### config.mk
export PLATFORM = sky130hd
export DESIGN_NAME = pbh_host_port
export DESIGN_NICKNAME = d
export VERILOG_FILES = /design/src/include/pbh_pkg.sv /design/src/verilog/pbh_host_port.sv
export VERILOG_INCLUDE_DIRS = /design/src /design/src/include
export SDC_FILE = /design/constraint.sdc
export NUM_CORES = 1
export LEC_CHECK = 0
export ABC_AREA = 1
export BUFFER_PORTS_ARGS = -buffer_cell sky130_fd_sc_hd__buf_2
export CORE_MARGIN = 1.5
export CORE_UTILIZATION = 45
export DETAILED_ROUTE_END_ITERATION = 10
export PLACE_DENSITY = 0.7
export SLEW_MARGIN = 20
export SYNTH_ARGS = -nofsm -noshare
export SYNTH_HDL_FRONTEND = slang
export SYNTH_SLANG_ARGS = --single-unit
export TNS_END_PERCENT = 1
### constraint.sdc
create_clock -name MCLK_I -period 3.1 [get_ports MCLK_I]
set_clock_uncertainty 0.2 [all_clocks]
set_input_delay 0.465 -clock MCLK_I [delete_from_list [all_inputs] [get_ports MCLK_I]]
set_output_delay 0.465 -clock MCLK_I [all_outputs]
set_load 0.005 [all_outputs]
### src/include/pbh_map.svh
`ifndef PBH_MAP_SVH
`define PBH_MAP_SVH
// ==========================================================
// Memory window and control locations
`define PBH_WIN_BASE 16'h6000
`define PBH_SW_WDONE 16'h6040
`define PBH_WD_ON 16'h6080
`define PBH_WD_OFF 16'h60c0
`define PBH_WIN_MASK 16'hffc0
// ==========================================================
// Port indices, used when CPU_PORT_I is high
`define PBH_PORT_CTRL 16'h0001
`define PBH_PORT_STAT 16'h0003
// ==========================================================
// Field positions
`define PBH_P1_CLEAR 0
`define PBH_P1_SPARE 1
`define PBH_P1_RW 2
`define PBH_P1_BUSY 6
`define PBH_P3_PWR5 2
`define PBH_P3_SPR3 3
`define PBH_P3_PWR15 4
`define PBH_P3_SPR5 5
`define PBH_P1_RESET 8'h03
`define PBH_ARG_MAX 32'h0000ffff
// ==========================================================
// Timing
`define PBH_CLK_NS 5
`define PBH_SETTLE_NS 100
`define PBH_STRB_NS 200
`define PBH_SETTLE_CYC ((`PBH_SETTLE_NS + `PBH_CLK_NS - 1) / `PBH_CLK_NS)
`define PBH_STRB_CYC ((`PBH_STRB_NS + `PBH_CLK_NS - 1) / `PBH_CLK_NS)
`define PBH_CLR_MS 100
`define PBH_CLR_CYC (`PBH_CLR_MS * 1000000 / `PBH_CLK_NS)
`define PBH_WD_SHORT_S 1
`define PBH_WD_LONG_S 10
`define PBH_WD_SHORT_CYC (`PBH_WD_SHORT_S * 1000000000 / `PBH_CLK_NS)
`define PBH_WD_LONG_CYC (`PBH_WD_LONG_S * 64'd1000000000 / `PBH_CLK_NS)
`endif

### src/include/pbh_pkg.sv
package pbh_pkg;
    typedef enum logic [2:0] {
        PBH_IDLE,
        PBH_WAIT_DONE,
        PBH_SETTLE,
        PBH_STROBE,
        PBH_FINISH
    } pbh_state_e;
    typedef logic [7:0] pbh_byte_t;
endpackage

### src/verilog/pbh_host_port.sv
`timescale 1ns/10ps
`default_nettype none
`include "pbh_map.svh"
// What this block does
// - A bus address is the low six bits of the request, 0 to 63.
// - A checked request above 65535 gives an error and no bus cycle.
// - A checked read waits for write done, drives the address, settles, samples.
// - A checked write waits for write done, drives address, data, R/W, strobe.
// - The active-low bus busy line reads back as a status bit.
// - A writable control bit drives the active-low bus clear line.
// - The 64 bus addresses appear in a memory window at a fixed base.
// - Window accesses skip the done check and settling; reads need two tries.
// - The control location returns the switches and a write resets done.
// - A write to one location starts the watchdog, to another stops it.
// - The 5 V and 15 V supply good inputs read as status bits.
// - The status byte has serial and strobe bit positions forced to zero.
// - A bus reset command drives a 100 ms clear pulse onto the bus only.
// - An enabled watchdog resets all on bus silence of 1 or 10 s, off at reset.
module pbh_host_port import pbh_pkg::*; #(
    parameter int unsigned CLR_CYC = `PBH_CLR_CYC,
    parameter longint unsigned WD_SHORT_CYC = `PBH_WD_SHORT_CYC,
    parameter longint unsigned WD_LONG_CYC = `PBH_WD_LONG_CYC
) (
    input wire logic MCLK_I,
    input wire logic SYS_RST_I,
    input wire logic CE_I,
    input wire logic CPU_RD_I,
    input wire logic CPU_WR_I,
    input wire logic CPU_PORT_I,
    input wire logic [15:0] CPU_ADDR_I,
    input wire logic [7:0] CPU_WDATA_I,
    output logic [7:0] CPU_RDATA_O,
    output logic CPU_ACK_O,
    input wire logic CMD_VALID_I,
    input wire logic CMD_WRITE_I,
    input wire logic [31:0] CMD_ARG_I,
    input wire logic [7:0] CMD_WDATA_I,
    input wire logic BUS_RESET_I,
    input wire logic WD_LONG_I,
    output logic CMD_BUSY_O,
    output logic CMD_DONE_O,
    output logic CMD_ERR_O,
    output logic [7:0] CMD_RDATA_O,
    output logic SYS_RESET_O,
    output logic [5:0] MB_ADDR_O,
    output logic [7:0] MB_DATA_O,
    output logic MB_DATA_OE_N_O,
    input wire logic [7:0] MB_DATA_I,
    output logic MB_RW_O,
    output logic MB_WSTRB_N_O,
    output logic MB_CLEAR_N_O,
    input wire logic MB_BUSY_N_I,
    input wire logic [7:0] DIP_SW_I,
    input wire logic PWR5_OK_I,
    input wire logic PWR15_OK_I,
    input wire logic [1:0] SPARE_IN_I,
    output logic SPARE_OUT_O
);
    localparam int SETTLE_N = `PBH_SETTLE_CYC;
    localparam int SETTLE_M = SETTLE_N + 2;
    localparam int NS = 21;
    localparam logic [7:0] SET_C = 8'(`PBH_SETTLE_CYC);
    localparam logic [7:0] STRB_C = 8'(`PBH_STRB_CYC);
    // ==========================================================
    // Pin synchronisers; a bit moves once stages two and three agree
    logic [NS-1:0] pin_raw, s1_q, s2_q, s3_q, st_q;
    assign pin_raw = {MB_BUSY_N_I, PWR5_OK_I, PWR15_OK_I, SPARE_IN_I,
                      DIP_SW_I, MB_DATA_I};
    genvar gi;
    generate
        for (gi = 0; gi < NS; gi++) begin : g_sync
            always_ff @(posedge MCLK_I) begin
                if (SYS_RST_I) begin
                    s1_q[gi] <= 1'b0;
                    s2_q[gi] <= 1'b0;
                    s3_q[gi] <= 1'b0;
                    st_q[gi] <= 1'b0;
                end else if (CE_I) begin
                    s1_q[gi] <= pin_raw[gi];
                    s2_q[gi] <= s1_q[gi];
                    s3_q[gi] <= s2_q[gi];
                    if (s2_q[gi] == s3_q[gi]) begin
                        st_q[gi] <= s3_q[gi];
                    end
                end
            end
        end
    endgenerate
    logic busy_n_s, pwr5_s, pwr15_s;
    logic [1:0] spare_s;
    logic [7:0] dip_s, data_s;
    assign {busy_n_s, pwr5_s, pwr15_s, spare_s, dip_s, data_s} = st_q;
    // ==========================================================
    // Processor side decode
    logic win_hit, rd_win, wr_win, wr_wdone, wr_wd_on, wr_wd_off;
    logic wr_ctrl, rd_ctrl, rd_stat, rd_sw, cmd_ok, cmd_bad;
    pbh_state_e st_q_e;
    assign win_hit = !CPU_PORT_I &&
                     ((CPU_ADDR_I & `PBH_WIN_MASK) == `PBH_WIN_BASE);
    assign rd_win = CE_I && CPU_RD_I && win_hit;
    assign wr_win = CE_I && CPU_WR_I && win_hit;
    assign rd_sw = CPU_RD_I && !CPU_PORT_I && CPU_ADDR_I == `PBH_SW_WDONE;
    assign wr_wdone = CE_I && CPU_WR_I && !CPU_PORT_I &&
                      CPU_ADDR_I == `PBH_SW_WDONE;
    assign wr_wd_on = CE_I && CPU_WR_I && !CPU_PORT_I &&
                      CPU_ADDR_I == `PBH_WD_ON;
    assign wr_wd_off = CE_I && CPU_WR_I && !CPU_PORT_I &&
                       CPU_ADDR_I == `PBH_WD_OFF;
    assign wr_ctrl = CE_I && CPU_WR_I && CPU_PORT_I &&
                     CPU_ADDR_I == `PBH_PORT_CTRL;
    assign rd_ctrl = CPU_RD_I && CPU_PORT_I && CPU_ADDR_I == `PBH_PORT_CTRL;
    assign rd_stat = CPU_RD_I && CPU_PORT_I && CPU_ADDR_I == `PBH_PORT_STAT;
    // A window access in the same cycle keeps the request waiting
    assign cmd_ok = CE_I && CMD_VALID_I && st_q_e == PBH_IDLE &&
                    !wr_win && !rd_win && CMD_ARG_I <= `PBH_ARG_MAX;
    assign cmd_bad = CE_I && CMD_VALID_I && st_q_e == PBH_IDLE &&
                     !wr_win && !rd_win && CMD_ARG_I > `PBH_ARG_MAX;
    // ==========================================================
    // Bus cycle sequencer
    logic [5:0] addr_q;
    logic [7:0] data_q, cnt_q, p1_q;
    logic wr_q, chk_q, rw_q, rw_set, rw_clr, wd_trip, clr_active;
    assign rw_set = st_q_e == PBH_SETTLE && cnt_q == 8'h00 && wr_q ||
                    st_q_e == PBH_IDLE && wr_win;
    assign rw_clr = wr_wdone || !MB_CLEAR_N_O ||
                    st_q_e == PBH_FINISH && busy_n_s;
    always_ff @(posedge MCLK_I) begin
        if (SYS_RST_I) begin
            st_q_e <= PBH_IDLE;
            addr_q <= 6'h00;
            data_q <= 8'h00;
            cnt_q <= 8'h00;
            wr_q <= 1'b0;
            chk_q <= 1'b0;
        end else if (CE_I) begin
            unique case (st_q_e)
                PBH_IDLE: begin
                    if (wr_win) begin
                        addr_q <= CPU_ADDR_I[5:0];
                        data_q <= CPU_WDATA_I;
                        wr_q <= 1'b1;
                        chk_q <= 1'b0;
                        cnt_q <= STRB_C;
                        st_q_e <= PBH_STROBE;
                    end else if (rd_win) begin
                        addr_q <= CPU_ADDR_I[5:0];
                    end else if (cmd_ok) begin
                        addr_q <= CMD_ARG_I[5:0];
                        data_q <= CMD_WDATA_I;
                        wr_q <= CMD_WRITE_I;
                        chk_q <= 1'b1;
                        st_q_e <= PBH_WAIT_DONE;
                    end
                end
                PBH_WAIT_DONE: begin
                    if (!rw_q) begin
                        cnt_q <= SET_C;
                        st_q_e <= PBH_SETTLE;
                    end
                end
                PBH_SETTLE: begin
                    if (cnt_q != 8'h00) begin
                        cnt_q <= cnt_q - 8'h01;
                    end else if (wr_q) begin
                        cnt_q <= STRB_C;
                        st_q_e <= PBH_STROBE;
                    end else begin
                        st_q_e <= PBH_IDLE;
                    end
                end
                PBH_STROBE: begin
                    if (cnt_q != 8'h00) begin
                        cnt_q <= cnt_q - 8'h01;
                    end else begin
                        st_q_e <= PBH_FINISH;
                    end
                end
                PBH_FINISH: begin
                    if (busy_n_s || !MB_CLEAR_N_O) begin
                        st_q_e <= PBH_IDLE;
                    end
                end
            endcase
        end
    end
    // Set wins over every clear source
    always_ff @(posedge MCLK_I) begin
        if (SYS_RST_I) begin
            rw_q <= 1'b0;
        end else if (CE_I) begin
            if (rw_set) begin
                rw_q <= 1'b1;
            end else if (rw_clr) begin
                rw_q <= 1'b0;
            end
        end
    end
    // ==========================================================
    // Bus pins, all registered
    always_ff @(posedge MCLK_I) begin
        if (SYS_RST_I) begin
            MB_ADDR_O <= 6'h00;
            MB_DATA_O <= 8'h00;
            MB_DATA_OE_N_O <= 1'b1;
            MB_WSTRB_N_O <= 1'b1;
            MB_RW_O <= 1'b0;
        end else if (CE_I) begin
            MB_RW_O <= rw_set || (rw_q && !rw_clr);
            if (st_q_e == PBH_IDLE && (wr_win || rd_win)) begin
                MB_ADDR_O <= CPU_ADDR_I[5:0];
            end else if (st_q_e == PBH_WAIT_DONE && !rw_q) begin
                MB_ADDR_O <= addr_q;
            end
            MB_DATA_O <= data_q;
            // Host drives data only while strobing a write
            MB_DATA_OE_N_O <= !(rw_set || st_q_e == PBH_STROBE &&
                                cnt_q != 8'h00);
            MB_WSTRB_N_O <= !(rw_set || st_q_e == PBH_STROBE &&
                              cnt_q != 8'h00);
            if (st_q_e == PBH_IDLE && wr_win) begin
                MB_DATA_O <= CPU_WDATA_I;
            end else if (st_q_e == PBH_IDLE && cmd_ok) begin
                MB_DATA_O <= CMD_WDATA_I;
            end
        end
    end
    // ==========================================================
    // Command answers
    always_ff @(posedge MCLK_I) begin
        if (SYS_RST_I) begin
            CMD_DONE_O <= 1'b0;
            CMD_ERR_O <= 1'b0;
            CMD_RDATA_O <= 8'h00;
            CMD_BUSY_O <= 1'b0;
        end else if (CE_I) begin
            CMD_ERR_O <= cmd_bad;
            CMD_BUSY_O <= cmd_ok || wr_win ||
                          (st_q_e != PBH_IDLE && !(CMD_DONE_O || 1'b0));
            CMD_DONE_O <= chk_q && (st_q_e == PBH_SETTLE && cnt_q == 8'h00 &&
                          !wr_q || st_q_e == PBH_FINISH &&
                          (busy_n_s || !MB_CLEAR_N_O));
            if (st_q_e == PBH_SETTLE && cnt_q == 8'h00 && !wr_q) begin
                CMD_RDATA_O <= data_s;
            end
        end
    end
    // ==========================================================
    // Processor read data and control port
    always_ff @(posedge MCLK_I) begin
        if (SYS_RST_I) begin
            CPU_RDATA_O <= 8'h00;
            CPU_ACK_O <= 1'b0;
            p1_q <= `PBH_P1_RESET;
        end else if (CE_I) begin
            CPU_ACK_O <= CPU_RD_I || CPU_WR_I;
            if (wr_ctrl) begin
                p1_q <= CPU_WDATA_I;
            end
            CPU_RDATA_O <= 8'h00;
            if (CPU_RD_I && win_hit) begin
                // Data from the address set by an earlier access
                CPU_RDATA_O <= data_s;
            end else if (rd_sw) begin
                CPU_RDATA_O <= dip_s;
            end else if (rd_ctrl) begin
                CPU_RDATA_O[`PBH_P1_BUSY] <= busy_n_s;
                CPU_RDATA_O[`PBH_P1_RW] <= rw_q;
                CPU_RDATA_O[`PBH_P1_SPARE] <= p1_q[`PBH_P1_SPARE];
                CPU_RDATA_O[`PBH_P1_CLEAR] <= p1_q[`PBH_P1_CLEAR];
            end else if (rd_stat) begin
                // Serial and strobe positions stay at the zero default
                CPU_RDATA_O[`PBH_P3_PWR5] <= pwr5_s;
                CPU_RDATA_O[`PBH_P3_PWR15] <= pwr15_s;
                CPU_RDATA_O[`PBH_P3_SPR3] <= spare_s[1];
                CPU_RDATA_O[`PBH_P3_SPR5] <= spare_s[0];
            end
        end
    end
    // ==========================================================
    // Bus clear pulse and watchdog
    logic [31:0] clr_cnt_q;
    logic [63:0] wd_cnt_q, wd_lim;
    logic wd_en_q, bus_act;
    assign clr_active = clr_cnt_q != 32'h0;
    assign bus_act = rw_set || st_q_e == PBH_SETTLE || rd_win;
    assign wd_lim = WD_LONG_I ? 64'(WD_LONG_CYC) : 64'(WD_SHORT_CYC);
    assign wd_trip = wd_en_q && wd_cnt_q >= wd_lim;
    always_ff @(posedge MCLK_I) begin
        if (SYS_RST_I) begin
            clr_cnt_q <= 32'h0;
            MB_CLEAR_N_O <= 1'b1;
            SPARE_OUT_O <= 1'b1;
        end else if (CE_I) begin
            if (BUS_RESET_I || wd_trip) begin
                clr_cnt_q <= CLR_CYC;
            end else if (clr_active) begin
                clr_cnt_q <= clr_cnt_q - 32'h1;
            end
            MB_CLEAR_N_O <= p1_q[`PBH_P1_CLEAR] && !clr_active;
            SPARE_OUT_O <= p1_q[`PBH_P1_SPARE];
        end
    end
    // Silence is counted from the last bus cycle; trip also disarms
    always_ff @(posedge MCLK_I) begin
        if (SYS_RST_I) begin
            wd_en_q <= 1'b0;
            wd_cnt_q <= 64'h0;
            SYS_RESET_O <= 1'b0;
        end else if (CE_I) begin
            SYS_RESET_O <= wd_trip;
            if (wr_wd_on) begin
                wd_en_q <= 1'b1;
            end else if (wr_wd_off || wd_trip) begin
                wd_en_q <= 1'b0;
            end
            if (!wd_en_q || bus_act || wd_trip) begin
                wd_cnt_q <= 64'h0;
            end else begin
                wd_cnt_q <= wd_cnt_q + 64'h1;
            end
        end
    end
endmodule
`default_nettype wire

# Yosys cells after proc, flatten, opt, wreduce, memory -nomap -nowiden

Cells that the tools add are included.

Flip-flop bits (word level): 250
Input bits: 95

Add/sub/neg operators: 3
Magnitude comparators: 3
Equality and inequality tests: 41
Mux-type cells: 47
Reduce and logical (&&, ||, !) cells: 109

Operator list:

| operator              | count |
|---|---|
| $mux 8                | 11 |
| $add 64x1->64 const B | 1 |
| $ge 64x31->1          | 1 |
| $mux 32               | 2 |
| $mux 64               | 1 |
| $reduce_and 2->1      | 27 |
| $eq 16x15->1 const B  | 3 |
| $logic_and 1x1->1     | 38 |
| $gt 32x16->1 const B  | 1 |
| $le 32x16->1 const B  | 1 |
| $pmux 8 s4            | 1 |
| $reduce_bool 32->1    | 1 |
| $sub 32x1->32 const B | 1 |
| $mux 31               | 1 |
| $mux 6                | 5 |
| $mux 3                | 8 |
| $eq 1x1->1            | 21 |
| $logic_or 1x1->1      | 17 |
| $eq 16x1->1 const B   | 1 |
| $eq 16x2->1 const B   | 1 |
| $pmux 3 s5            | 1 |
| $mux 1                | 13 |
| $logic_not 1->1       | 11 |
| $eq 10x9->1 const B   | 1 |
| 21 further kinds      | 34 |

# Depth between registers and ports, before layout

Gate-level depths: netlist of the first run.

Word-level depth: 11
Gate-level depth with buffers: 17
Mapped depth without buffers: 16

# Least setup slack after synthesis of the first run

Ideal clock, no wire load.

Path type: input port to flip-flop
From: input port WD_LONG_I
To: register wd_cnt_q[28]
Library setup time: 0.122 ns
Data arrival time: 2.078 ns
Required time: 2.778 ns
Path slack: 0.700 ns
Stages on the path: 17
Path buffers: 2
Path through: inv_1 > ha_1 > nand2_1 > nor2_1 > nand2_1 > nor2_1 > inv_1 > nor2_1 > nor2_1 > nand2_2 > nand2_2 > buf_6 > nand2_1 > nand2_1 > nand2_1 > buf_4 > nor2_1

Cells in the longest elaborated chain, start to end: 5

Ends and longest elaborated chain:

| what                 | RTL line             | text |
|---|---|---|
| start, declared      | pbh_host_port.sv:39  | `input wire logic WD_LONG_I,` |
| $mux 31              | pbh_host_port.sv:286 | `assign wd_lim = WD_LONG_I ? 64'(WD_LONG_CYC) : 64'(WD_SHORT_CYC);` |
| $ge 64x31->1         | pbh_host_port.sv:287 | `assign wd_trip = wd_en_q && wd_cnt_q >= wd_lim;` |
| $logic_and 1x1->1    | pbh_host_port.sv:287 |  |
| $logic_or 1x1->1     | pbh_host_port.sv:316 | `if (!wd_en_q \|\| bus_act \|\| wd_trip) begin` |
| $mux 64              | pbh_host_port.sv:316 |  |
| end signal, assigned | pbh_host_port.sv:319 | `wd_cnt_q <= wd_cnt_q + 64'h1;` |
| end, declared        | pbh_host_port.sv:282 | `logic [63:0] wd_cnt_q, wd_lim;` |

No other way between the ends.
A chain may end at the register's enable or synchronous reset.

# Final worst setup path of the first run

From: register wd_cnt_q[29]
To: register clr_cnt_q[25]

Cells in the longest elaborated chain, start to end: 5
Elaborated cells on any way between the ends: 6
Those cells by class: 1 x order compare; 1 x mux; 4 x reduce/logical

Ends and longest elaborated chain:

| what                        | RTL line             | text |
|---|---|---|
| $ge 64x31->1 (*)            | pbh_host_port.sv:287 |  |
| $logic_and 1x1->1 (*)       | pbh_host_port.sv:287 |  |
| $logic_or 1x1->1 (*)        | pbh_host_port.sv:294 | `if (BUS_RESET_I \|\| wd_trip) begin` |
| $reduce_bool 2->1 (no line) | --                   |  |
| $reduce_and 2->1 (no line)  | --                   |  |
| end signal, assigned        | pbh_host_port.sv:297 | `clr_cnt_q <= clr_cnt_q - 32'h1;` |
| end, declared               | pbh_host_port.sv:281 | `logic [31:0] clr_cnt_q;` |

Every way passes the cells marked *; elsewhere a longest branch is shown, timed or not.

==> flow_metrics.py, run 1 <==
metrics = {
    "timing": {
        "ratio_of_final_minimum_period_to_clock_period": 0.787,
        "timing_worst_slew_pin_value_ns": 0.883,
        "final_hold_viol_count": 0,
        "setup_ws_ns": 0.659,
        "finalWorstPathRequiredPeriod_ns": 2.44,
        "rsz_0062_raised_after_global_routing": "false",
        "sum_neg_setup_slack_ns": 0,
        "max_fclk_ghz": 0.410,
        "slew-limit-headroom": 0.407,
        "finalMaxSlewViolations": 0,
        "number_of_setup_violations_in_the_final_report": 0,
    },
    "layout": {
        "flow.area_growth_from_synthesis_pct": 18.8,
        "nNetsFinal": 1881,
        "final_layout_size_suffix_gt1_frac": 0.149,
        "fillCellCount": 2449,
    },
    "floorplan": {
        "core_area_mm2": 0.0259,
        "top_level_ports": 135,
        "die_width_um": 165,
        "die_area_mm2": 0.0273,
        "fp-row-count": 59,
        "initial_core_util": 0.456,
        "fp.dieH_um": 165,
    },
    "place": {
        "place.port_buffers": 124,
        "post_placement_setup_slack_ns": 0.214,
        "dp.final_hpwl_mm": 19.4,
        "finalWeightedCongestion": 0.920,
    },
    "route": {
        "drt-pass1-iter-count": 5,
        "route.detailed.drc": 0,
        "initialDrtViolationCount": 774,
        "drt_wl_total_mm": 29.0,
        "route.antenna.remaining_nets": 0,
        "total_via_count_after_detailed_routing": 10900,
        "route.detailed.vias_per_inst": 5.15,
        "detail_route.wl_per_cell_um": 13.7,
    },
    "grt": {
        "grt_pass1_vias": 10400,
        "groute.usage.overall": 0.217,
        "globalRouteOverflowTotal": 0,
        "grt_first_pass_wirelength_mm": 48.9,
        "maximum_number_of_pins_on_one_net_before_global_route_repair": 120,
        "number_of_antenna_violations_at_the_first_check_in_global_routing": 2,
    },
    "yosys": {
        "synth_seq_cells": 250,
        "synth.net_count": 1754,
        "syn-cell-area_mm2": 0.0118,
        "synth-seq-area-share": 0.423,
        "yosys.cell_types.count": 53,
        "postSynthCellCount": 1639,
        "synth_area_per_cell_um2": 7.22,
        "synthesis.yosys.warnings": 0,
    },
    "clock_network": {
        "cts_repair_resize_count": 0,
        "cts_buffer_depth": 3,
        "cts.sink_count": 250,
        "post_cts.repair.setup_buffers": 0,
        "clockRootBuffer": "sky130_fd_sc_hd__clkbuf_16",
        "clk-insertion-delay-late_ns": 0.55,
        "htreeDepth": 1,
        "cts_tree": "built",
        "cts_buffers": 28,
        "cts.clk_slew.worst_paths_ns": 0.06,
    },
    "pwr": {
        "power.share.combinational": 0.178,
        "cellPowerDensity_mw_per_mm2": 621,
        "power.share.sequential": 0.401,
        "static-leakage-power_nw": 5.86,
        "p_switching_mw": 2.53,
        "clock_power_share": 0.421,
        "power.switching_fraction": 0.290,
        "intPower_mw": 6.19,
        "irDropWorstVdd_uv": 426,
    },
    "setup_path": {
        "critical_path_peak_fanout": 28,
        "timing.critical_path.arrival_ns": 2.64,
        "cp_startpoint_kind": "flop",
        "required_ns": 3.30,
        "timing_worst_setup_path_type": "flop to flop",
        "worst_setup_path_end_kind": "flop",
    },
    "run_status": {
        "run_status": "finished clean",
    },
    "flow_run": {
        "cap_violations": 0,
    },
    "min_path": {
        "worstHoldPathType": "input pin to flop",
    },
}
synth_stat cells, drive strengths merged:
master,instances,area share
a211oi,1,0.00063
a21oi,144,0.067
a31oi,7,0.0037
and2,1,0.00053
buf,24,0.014
clkbuf,51,0.016
clkinv,1,0.00032
dfxtp,250,0.42
ha,20,0.021
inv,129,0.041
nand2,320,0.11
nand3,64,0.028
nand3b,6,0.0038
nand4,48,0.026
nor2,307,0.10
nor3,28,0.014
nor3b,2,0.0017
nor4,11,0.0069
o2111a,1,0.00095
o211a,4,0.0034
o211ai,7,0.0044
o21a,1,0.00063
o21ai,145,0.061
o221ai,1,0.00074
o22ai,2,0.0011
o31ai,5,0.0040
o32ai,1,0.00074
or2,2,0.0011
or3,1,0.00053
xnor2,17,0.013
xor2,38,0.028
placed cells by master, fill, tap and decap left out, drive strengths merged:
master	instances
a211oi	1
a21oi	144
a31oi	7
and2	1
buf	140
bufinv	6
clkbuf	33
clkinv	9
clkinvlp	2
dfxtp	250
diode	2
dlygate4sd3	32
ha	20
inv	132
nand2	320
nand3	64
nand3b	6
nand4	48
nor2	307
nor3	28
nor3b	2
nor4	11
o2111a	1
o211a	4
o211ai	7
o21a	1
o21ai	145
o221ai	1
o22ai	2
o31ai	5
o32ai	1
or2	2
or3	1
xnor2	17
xor2	38
worst max-delay path, cell delays in order (launching register included):
cell	delay [ns]
sky130_fd_sc_hd__dfxtp_1	0.35
sky130_fd_sc_hd__ha_1	0.30
sky130_fd_sc_hd__nand2_1	0.06
sky130_fd_sc_hd__nor2_1	0.16
sky130_fd_sc_hd__nand2_1	0.09
sky130_fd_sc_hd__nor2_1	0.16
sky130_fd_sc_hd__inv_1	0.06
sky130_fd_sc_hd__nor2_1	0.10
sky130_fd_sc_hd__nor2_1	0.05
sky130_fd_sc_hd__nand2_2	0.11
sky130_fd_sc_hd__nand2_2	0.13
sky130_fd_sc_hd__nand3_4	0.15
sky130_fd_sc_hd__nand2_8	0.18
sky130_fd_sc_hd__nand2_2	0.12
sky130_fd_sc_hd__a21oi_2	0.06
routing by layer:
metal,GRT usage,vias to the layer above,routed length [um]
met5,0,-,0
met4,0.0762,0,832
met3,0.0307,62,1290
met2,0.368,225,13700
met1,0.282,5024,13200
li1,-,5638,-
path summary, 6_finish.rpt:
| kind | from | slack, ns | cells after the start | end |
|---|---|---|---|---|
| max reg2reg | wd_cnt_q[29] | 0.66 | 14 | clr_cnt_q[25] |
| min | CMD_ARG_I[3] | 0.01 | 3 | addr_q[3] |
| min reg2reg | wd_cnt_q[60] | 0.23 | 2 | wd_cnt_q[60] |
| max | wd_cnt_q[29] | 0.66 | 14 | clr_cnt_q[25] |
sequential cells by signal, summed over array words and instances (netlist names), 2 cells and up:
name         flops
spare_s          2
dip_s            8
CMD_RDATA_O      8
s3_q            21
data_q           8
addr_q           6
CPU_RDATA_O      8
s1_q            21
cnt_q            8
p1_q             2
MB_ADDR_O        6
clr_cnt_q       32
wd_cnt_q        64
s2_q            21
st_q_e           3
data_s           8
MB_DATA_O        8
metrics by stage:
step | hold WS, ns | power, mW | cell area, um2 | cells | util
CTS | 0.000982 | 8.78 | 14000 | 2123 | 0.542
finish | 0.0115 | 8.72 | 14000 | 2125 | 0.542
detailed placement | 0.227 | 5.07 | 12700 | 2039 | 0.490
global placement | 0.223 | 5.04 | 12700 | 2039 | 0.490
global route | 0.00932 | 9.15 | 14000 | 2125 | 0.542
floorplan | 0.214 | 4.68 | 11800 | 1639 | -
area by class of cell:
cell class | instances | area (um2) | share of cell area
Clock buffer | 33 | 771 | 0.0549
Sequential cell | 250 | 5000 | 0.356
Clock inverter | 19 | 265 | 0.0189
Multi-Input combinational cell | 1184 | 5980 | 0.425
Timing Repair Buffer | 172 | 1120 | 0.0794
Antenna cell | 2 | 5.00 | 0.000356
Inverter | 130 | 490 | 0.0349
Tap cell | 335 | 419 | 0.0298
power groups by stage:
stage                     combinational (mW)  sequential, mW  clock [mW]
after global routing                    1.75            3.52        3.88
after floorplan                         1.14            3.54           0
final                                   1.55            3.50        3.67
after CTS                               1.55            3.50        3.74
after detailed placement                1.51            3.57           0
after global placement                  1.48            3.56           0
timing repair:
action,4_1_cts,5_1_grt
hold buffers,32,0
setup endpoints to repair,0,0
endpoints found under the hold margin,32,0
kinds of logic (layout without fill, tap and decap cells):
| group | after synthesis | count (layout) | synth area share |
|---|---|---|---|
| simple gates | 790 | 790 | 0.295 |
| compound gates | 319 | 319 | 0.149 |
| flops | 250 | 250 | 0.423 |
| buf+inv | 205 | 354 | 0.0715 |
| xor+xnor | 55 | 55 | 0.0407 |
| fa+ha+maj | 20 | 20 | 0.0212 |
| other cells | 0 | 2 | 0 |
No activity file was read; power rests on OpenSTA's default activity.
==> inputs of run 2 (changes only) <==
clock period = 2.25 ns   (was 3.1 ns; I/O delays follow)
==> run 2 against run 1 <==
Global-route usage increased by 1.3 points. Hold slack improved by 0.016 ns. Die area is the same. Count of clock-buffer cells in the layout up 5. Maximum frequency grew 7.3%. Critical path depth rose by 2. Register-to-register slack worse by 0.68 ns. Non-clock buffer count rose by 93. The run now ends with negative setup slack left. Combinational power is 57% higher.
==> flow_metrics.py, run 2 (same netlist as run 1, synthesis figures left out) <==
metrics = {
    "run_status": {
        "run_status": "finished with violations",
        "violations": "negative setup slack",
    },
    "route": {
        "route.antenna.remaining_nets": 0,
        "total_via_count_after_detailed_routing": 11500,
        "route.detailed.drc": 0,
        "route.detailed.vias_per_inst": 5.20,
        "drt-pass1-iter-count": 9,
        "initialDrtViolationCount": 815,
        "drt_wl_total_mm": 31.5,
        "detail_route.wl_per_cell_um": 14.3,
    },
    "timing": {
        "final_hold_viol_count": 0,
        "ratio_of_final_minimum_period_to_clock_period": 1.01,
        "rsz_0062_raised_after_global_routing": "true",
        "holdWs_ns": 0.0274,
        "slew-limit-headroom": 0.451,
        "finalWorstPathRequiredPeriod_ns": 2.27,
        "number_of_setup_violations_in_the_final_report": 25,
        "sum_neg_setup_slack_ns": -0.240,
        "timing_worst_slew_pin_value_ns": 0.824,
        "finalMaxSlewViolations": 0,
        "max_fclk_ghz": 0.440,
        "setup_ws_ns": -0.0237,
    },
    "pwr": {
        "power_mw": 11.3,
        "cellPowerDensity_mw_per_mm2": 764,
        "irDropWorstVdd_uv": 698,
        "intPower_mw": 7.95,
        "p_switching_mw": 3.39,
        "power.share.sequential": 0.425,
        "clock_power_share": 0.361,
        "static-leakage-power_nw": 6.24,
        "power.switching_fraction": 0.299,
        "power.share.combinational": 0.214,
    },
    "grt": {
        "maximum_number_of_pins_on_one_net_before_global_route_repair": 120,
        "number_of_antenna_violations_at_the_first_check_in_global_routing": 1,
        "grt_first_pass_wirelength_mm": 51.7,
        "globalRouteOverflowTotal": 0,
        "groute.usage.overall": 0.231,
        "grt_pass1_vias": 10800,
    },
    "setup_path": {
        "worst_setup_path_end_kind": "flop",
        "cp_startpoint_kind": "flop",
        "required_ns": 2.46,
        "r2r_end": "wd_cnt_q[25]",
        "critical_path.max_stage_delay_ns": 0.34,
        "reg2reg_setup_slack_ns": -0.02,
        "critical_path_peak_fanout": 7,
        "worst_path_bufs_invs": 3,
        "rr_worst_depth": 16,
        "critical_path.reg2reg.startpoint": "wd_cnt_q[27]",
        "critical_path.cell_chain": "ha_4, nand2_1, nor2_1, nand2_1, nor2_2, inv_1, nor2_1, nor2_1, nand2_2, nand2_4, nand2_1, nand2_1, nand2_2, buf_6, clkbuf_16, nor2_1",
        "cp_slowest_cell": "sky130_fd_sc_hd__dfxtp_2",
        "timing_worst_setup_path_type": "flop to flop",
        "critical-path-top-delay-family": "simple AND/OR/NAND/NOR gates",
        "timing.critical_path.arrival_ns": 2.49,
    },
    "clock_network": {
        "clockRootBuffer": "sky130_fd_sc_hd__clkbuf_16",
        "cts.clk_slew.worst_paths_ns": 0.06,
        "clk-insertion-delay-late_ns": 0.53,
        "cts_tree": "built",
        "htreeDepth": 1,
        "cts.sink_count": 250,
        "cts_buffer_depth": 3,
        "cts_buffers": 26,
    },
    "layout": {
        "final_layout_size_suffix_gt1_frac": 0.195,
        "layout_top_registers": "wd_cnt_q (64), clr_cnt_q (32)",
        "flow.area_growth_from_synthesis_pct": 25.5,
        "nNetsFinal": 1974,
        "finish.cell_count_without_fillers": 2210,
        "postLayoutCoreUtil": 0.573,
        "most-common-layout-cells": "sky130_fd_sc_hd__nand2_1, sky130_fd_sc_hd__nor2_1, sky130_fd_sc_hd__dfxtp_1, sky130_fd_sc_hd__o21ai_0",
        "largest-register": "wd_cnt_q",
        "mostFrequentLayoutCell": "sky130_fd_sc_hd__nand2_1",
        "largest_reg_flops": 64,
        "fin_area_mm2": 0.0148,
    },
    "flow_run": {
        "cap_violations": 0,
    },
    "floorplan": {
        "fp-row-count": 59,
        "die_area_mm2": 0.0273,
        "fp.dieH_um": 165,
        "top_level_ports": 135,
        "initial_core_util": 0.456,
        "die_width_um": 165,
        "core_area_mm2": 0.0259,
    },
    "place": {
        "cells_after_dpl": 2104,
        "post_placement_setup_slack_ns": -0.383,
        "finalWeightedCongestion": 0.904,
        "place.port_buffers": 124,
        "placed_area_mm2": 0.0132,
        "dp.final_hpwl_mm": 20.8,
    },
    "min_path": {
        "worstHoldPathType": "input pin to flop",
        "timing.hold.worst_endpoint": "wd_en_q",
        "hold-path-cell-count": 4,
        "hp-start": "CPU_ADDR_I[7]",
    },
}
## run 2: timing repair
item	4_1_cts	5_1_grt
gates cloned	1	3
setup buffers	2	4
endpoints found under the setup margin	62	101
pin swaps	6	21
hold endpoints to repair	57	0
hold buffers	52	0
resized for setup	10	42
## run 2: layout make-up
class	count	area, um2
Clock inverter	5	31.3
Timing Repair Buffer	265	1930
Tap cell	335	419
Inverter	130	490
Fill cell	2369	11100
Multi-Input combinational cell	1186	6180
Sequential cell	250	5010
Antenna cell	1	2.50
Clock buffer	38	777
## run 2: worst max-delay path by stage
stage | end | startpoint | slack, ns | cells past startpoint
6_report | wd_cnt_q[25] | wd_cnt_q[27] | -0.02 | 16
3_5_place_dp | clr_cnt_q[1] | WD_LONG_I | -0.38 | 17
3_3_place_gp | clr_cnt_q[1] | WD_LONG_I | -0.34 | 18
5_1_grt | clr_cnt_q[1] | wd_cnt_q[28] | -0.18 | 15
4_1_cts | wd_cnt_q[7] | wd_cnt_q[30] | -0.02 | 15
2_1_floorplan | wd_cnt_q[28] | WD_LONG_I | -0.02 | 17
## run 2: routing by layer
layer	routed length, um	up-vias	share of wire	global-route usage
met3	1210	62	0.038	0.0252
met4	946	0	0.030	0.0774
met2	15000	277	0.47	0.394
met1	14400	5334	0.46	0.302
met5	0	-	0	0
li1	-	5809	-	-
## run 2: worst reg2reg max path, stage by stage (launching register included)
cell and delay [ns]:
sky130_fd_sc_hd__dfxtp_2 0.34, sky130_fd_sc_hd__ha_4 0.26, sky130_fd_sc_hd__nand2_1 0.05, sky130_fd_sc_hd__nor2_1 0.11
sky130_fd_sc_hd__nand2_1 0.10, sky130_fd_sc_hd__nor2_2 0.15, sky130_fd_sc_hd__inv_1 0.05, sky130_fd_sc_hd__nor2_1 0.08
sky130_fd_sc_hd__nor2_1 0.05, sky130_fd_sc_hd__nand2_2 0.12, sky130_fd_sc_hd__nand2_4 0.09, sky130_fd_sc_hd__nand2_1 0.08
sky130_fd_sc_hd__nand2_1 0.06, sky130_fd_sc_hd__nand2_2 0.10, sky130_fd_sc_hd__buf_6 0.13, sky130_fd_sc_hd__clkbuf_16 0.16
sky130_fd_sc_hd__nor2_1 0.04
## run 2: power groups by stage
stage	clock [mW]	sequential (mW)	combinational, mW
6_report	4.09	4.82	2.43
5_1_grt	4.36	4.85	2.71
4_1_cts	4.19	4.82	2.37
3_5_place_dp	0	4.91	2.28
3_3_place_gp	0	4.91	2.24
2_1_floorplan	0	4.88	1.57
==> inputs of run 3 (changes only) <==
ABC_AREA = unset   (was 1)
PLACE_DENSITY = 0.74   (was 0.7)
==> run 3 against run 2 <==
The run still ends with negative setup slack left. Global-route usage grew 1.1 points. Setup slack lost 0.50 ns. Final area grew 4.1%. Sequential share of layout area shrank 1.4 points. Routed wire length grew 2.2%. Critical endpoint is now clr_cnt_q[13].
==> flow_metrics.py, run 3 <==
metrics = {
    "run_status": {
        "run_status": "finished with violations",
        "violations": "negative setup slack",
    },
    "layout": {
        "final_layout_size_suffix_gt1_frac": 0.265,
        "mostFrequentLayoutCell": "sky130_fd_sc_hd__dfxtp_1",
        "nNetsFinal": 1782,
        "diodes": 0,
        "flow.area_growth_from_synthesis_pct": 36.2,
        "layout_top_registers": "wd_cnt_q (64), clr_cnt_q (32)",
        "largest_reg_flops": 64,
        "postLayoutCoreUtil": 0.630,
        "fin_area_mm2": 0.0154,
        "most-common-layout-cells": "sky130_fd_sc_hd__dfxtp_1, sky130_fd_sc_hd__buf_4, sky130_fd_sc_hd__nor2_1, sky130_fd_sc_hd__buf_2, sky130_fd_sc_hd__mux2i_1",
        "largest-register": "wd_cnt_q",
    },
    "setup_path": {
        "critical_path.reg2reg.startpoint": "clr_cnt_q[2]",
        "cp_slowest_cell": "sky130_fd_sc_hd__or4_4",
        "reg2reg_setup_slack_ns": -0.53,
        "worst_setup_path_end_kind": "flop",
        "required_ns": 2.45,
        "r2r_end": "clr_cnt_q[13]",
        "timing.critical_path.mode_cell": "sky130_fd_sc_hd__or4_4",
        "critical-path-top-delay-family": "simple AND/OR/NAND/NOR gates",
        "timing.critical_path.arrival_ns": 2.98,
        "critical_path.max_stage_delay_ns": 0.55,
        "worst_path_bufs_invs": 0,
        "critical_path.cell_chain": "or4_4, or4_4, or3_4, or4_4, xor2_1, a21oi_1",
        "cp_startpoint_kind": "flop",
        "rr_worst_depth": 6,
        "critical_path_peak_fanout": 3,
        "timing_worst_setup_path_type": "flop to flop",
    },
    "clock_network": {
        "cts.clk_slew.worst_paths_ns": 0.06,
        "cts_buffers": 26,
        "htreeDepth": 1,
        "cts_buffer_depth": 3,
        "cts_tree": "built",
        "clockRootBuffer": "sky130_fd_sc_hd__clkbuf_16",
        "cts.sink_count": 250,
        "clk-insertion-delay-late_ns": 0.55,
        "post_cts.repair.setup_buffers": 0,
    },
    "yosys": {
        "synth-seq-area-share": 0.441,
        "postSynth.topFlopCell": "sky130_fd_sc_hd__dfxtp_1",
        "top_post_synthesis_cells_by_count": "sky130_fd_sc_hd__dfxtp_1, sky130_fd_sc_hd__nor2_1, sky130_fd_sc_hd__a21oi_1",
        "multiplexer_area_fraction_after_synthesis": 0.0759,
        "postSynthCellCount": 1309,
        "most_frequent_cell_after_synthesis": "sky130_fd_sc_hd__dfxtp_1",
        "synth_seq_cells": 250,
        "synth_adder_area_share": 0.0221,
        "synth.area.top_cells": "sky130_fd_sc_hd__dfxtp_1, sky130_fd_sc_hd__mux2i_1, sky130_fd_sc_hd__nor2_1",
        "synth_area_per_cell_um2": 8.66,
        "synth_top_family_by_area": "simple AND/OR/NAND/NOR gates",
        "share_of_the_synthesized_area_in_compound_gates_ao_oa_aoi_oai": 0.141,
        "synthesis.yosys.warnings": 0,
        "synth.net_count": 1424,
        "synth_area_leader_cell": "sky130_fd_sc_hd__dfxtp_1",
        "post_synthesis_share_of_cell_area_spent_on_xor_and_xnor_gates": 0.0471,
        "syn-cell-area_mm2": 0.0113,
        "synth_enable_flop_cells": 0,
        "yosys.area_share.simple": 0.241,
        "synthArstFlopShare": 0,
        "yosys.cell_types.count": 69,
        "synthDominantCellAreaShare": 0.441,
    },
    "floorplan": {
        "fp-row-count": 57,
        "die_width_um": 162,
        "top_level_ports": 135,
        "initial_core_util": 0.462,
        "die_area_mm2": 0.0262,
        "fp.dieH_um": 162,
        "core_area_mm2": 0.0245,
    },
    "grt": {
        "globalRouteOverflowTotal": 0,
        "grt_pass1_vias": 10800,
        "groute.usage.overall": 0.242,
        "maximum_number_of_pins_on_one_net_before_global_route_repair": 72,
        "number_of_antenna_violations_at_the_first_check_in_global_routing": 0,
        "grt_first_pass_wirelength_mm": 52.5,
    },
    "route": {
        "route.antenna.remaining_nets": 0,
        "total_via_count_after_detailed_routing": 11100,
        "route.detailed.drc": 0,
        "drt-pass1-iter-count": 7,
        "detail_route.wl_per_cell_um": 16.0,
        "drt_wl_total_mm": 32.2,
        "route.detailed.vias_per_inst": 5.50,
        "initialDrtViolationCount": 728,
    },
    "timing": {
        "number_of_setup_violations_in_the_final_report": 120,
        "rsz_0062_raised_after_global_routing": "true",
        "timing_worst_slew_pin_value_ns": 0.951,
        "slew-limit-headroom": 0.366,
        "sum_neg_setup_slack_ns": -38.48,
        "ratio_of_final_minimum_period_to_clock_period": 1.23,
        "finalWorstPathRequiredPeriod_ns": 2.78,
        "final_hold_viol_count": 0,
        "setup_ws_ns": -0.525,
        "finalMaxSlewViolations": 0,
        "max_fclk_ghz": 0.360,
    },
    "place": {
        "post_placement_setup_slack_ns": -0.703,
        "dp.final_hpwl_mm": 22.0,
        "place.port_buffers": 124,
        "placed_area_mm2": 0.0139,
        "finalWeightedCongestion": 0.884,
    },
    "pwr": {
        "static-leakage-power_nw": 6.64,
        "cellPowerDensity_mw_per_mm2": 710,
        "irDropWorstVdd_uv": 563,
    },
    "min_path": {
        "worstHoldPathType": "input pin to flop",
        "hold-path-cell-count": 4,
        "timing.hold.worst_endpoint": "MB_ADDR_O[1]",
        "hp-start": "CPU_ADDR_I[1]",
    },
    "flow_run": {
        "cap_violations": 0,
    },
}
-- run 3: cells by family after synthesis --
group / Yosys count
DFF: 250
AOI/OAI and AO/OA: 254
muxes: 86
buffers and inverters: 93
and+or+nand+nor: 545
adders and majority gates: 20
xor gates and xnor gates: 61
-- run 3: through the flow --
stage          instances  power (mW)  hold WS (ns)
2_1_floorplan       1309        5.80         0.234
3_3_place_gp        1917        6.49         0.237
3_5_place_dp        1917        6.55         0.248
4_1_cts             2009        10.9        0.0137
5_1_grt             2009        11.4        0.0428
6_report            2009        11.0        0.0260
-- run 3: per-layer routing --
layer / part of all wire / global-route usage
met5: 0 / 0
met4: 0.023 / 0.0726
met3: 0.047 / 0.0306
met2: 0.48 / 0.423
met1: 0.45 / 0.312
-- run 3: report_power, final --
part | total (mW) | internal, mW | switching, mW
combinational | 1.93 | 0.973 | 0.959
clock | 4.31 | 2.51 | 1.80
sequential | 4.72 | 4.60 | 0.122
-- run 3: how the worst max path moves through the flow --
stage	slack [ns]	end	from	depth (start not counted)
2_1_floorplan	-0.54	clr_cnt_q[18]	WD_LONG_I	10
3_3_place_gp	-0.60	clr_cnt_q[2]	WD_LONG_I	13
3_5_place_dp	-0.70	clr_cnt_q[7]	WD_LONG_I	12
4_1_cts	-0.52	clr_cnt_q[13]	clr_cnt_q[2]	6
5_1_grt	-0.59	wd_cnt_q[43]	wd_cnt_q[10]	10
6_report	-0.53	clr_cnt_q[13]	clr_cnt_q[2]	6
-- run 3: worst min-delay path, cell delays in order --
cell and delay [ns]:
sky130_fd_sc_hd__buf_2 0.11, sky130_fd_sc_hd__buf_4 0.13, sky130_fd_sc_hd__nor2_1 0.09, sky130_fd_sc_hd__a211oi_1 0.06
-- run 3: final cells by class --
class | instances | area, um2
clock buffers | 40 | 783
clock inverters | 6 | 82.6
fillers | 1995 | 9090
inverters | 25 | 93.8
multi-input cells | 966 | 6170
flip-flops and latches | 250 | 5000
well taps | 324 | 405
repair buffers | 398 | 2910
-- run 3: repair_timing --
item / 4_1_cts / 5_1_grt
pin swaps: 12 / 7
resized for setup: 25 / 16
hold buffers: 46 / 0
endpoints found under the hold margin: 69 / 0
setup endpoints to repair: 121 / 129
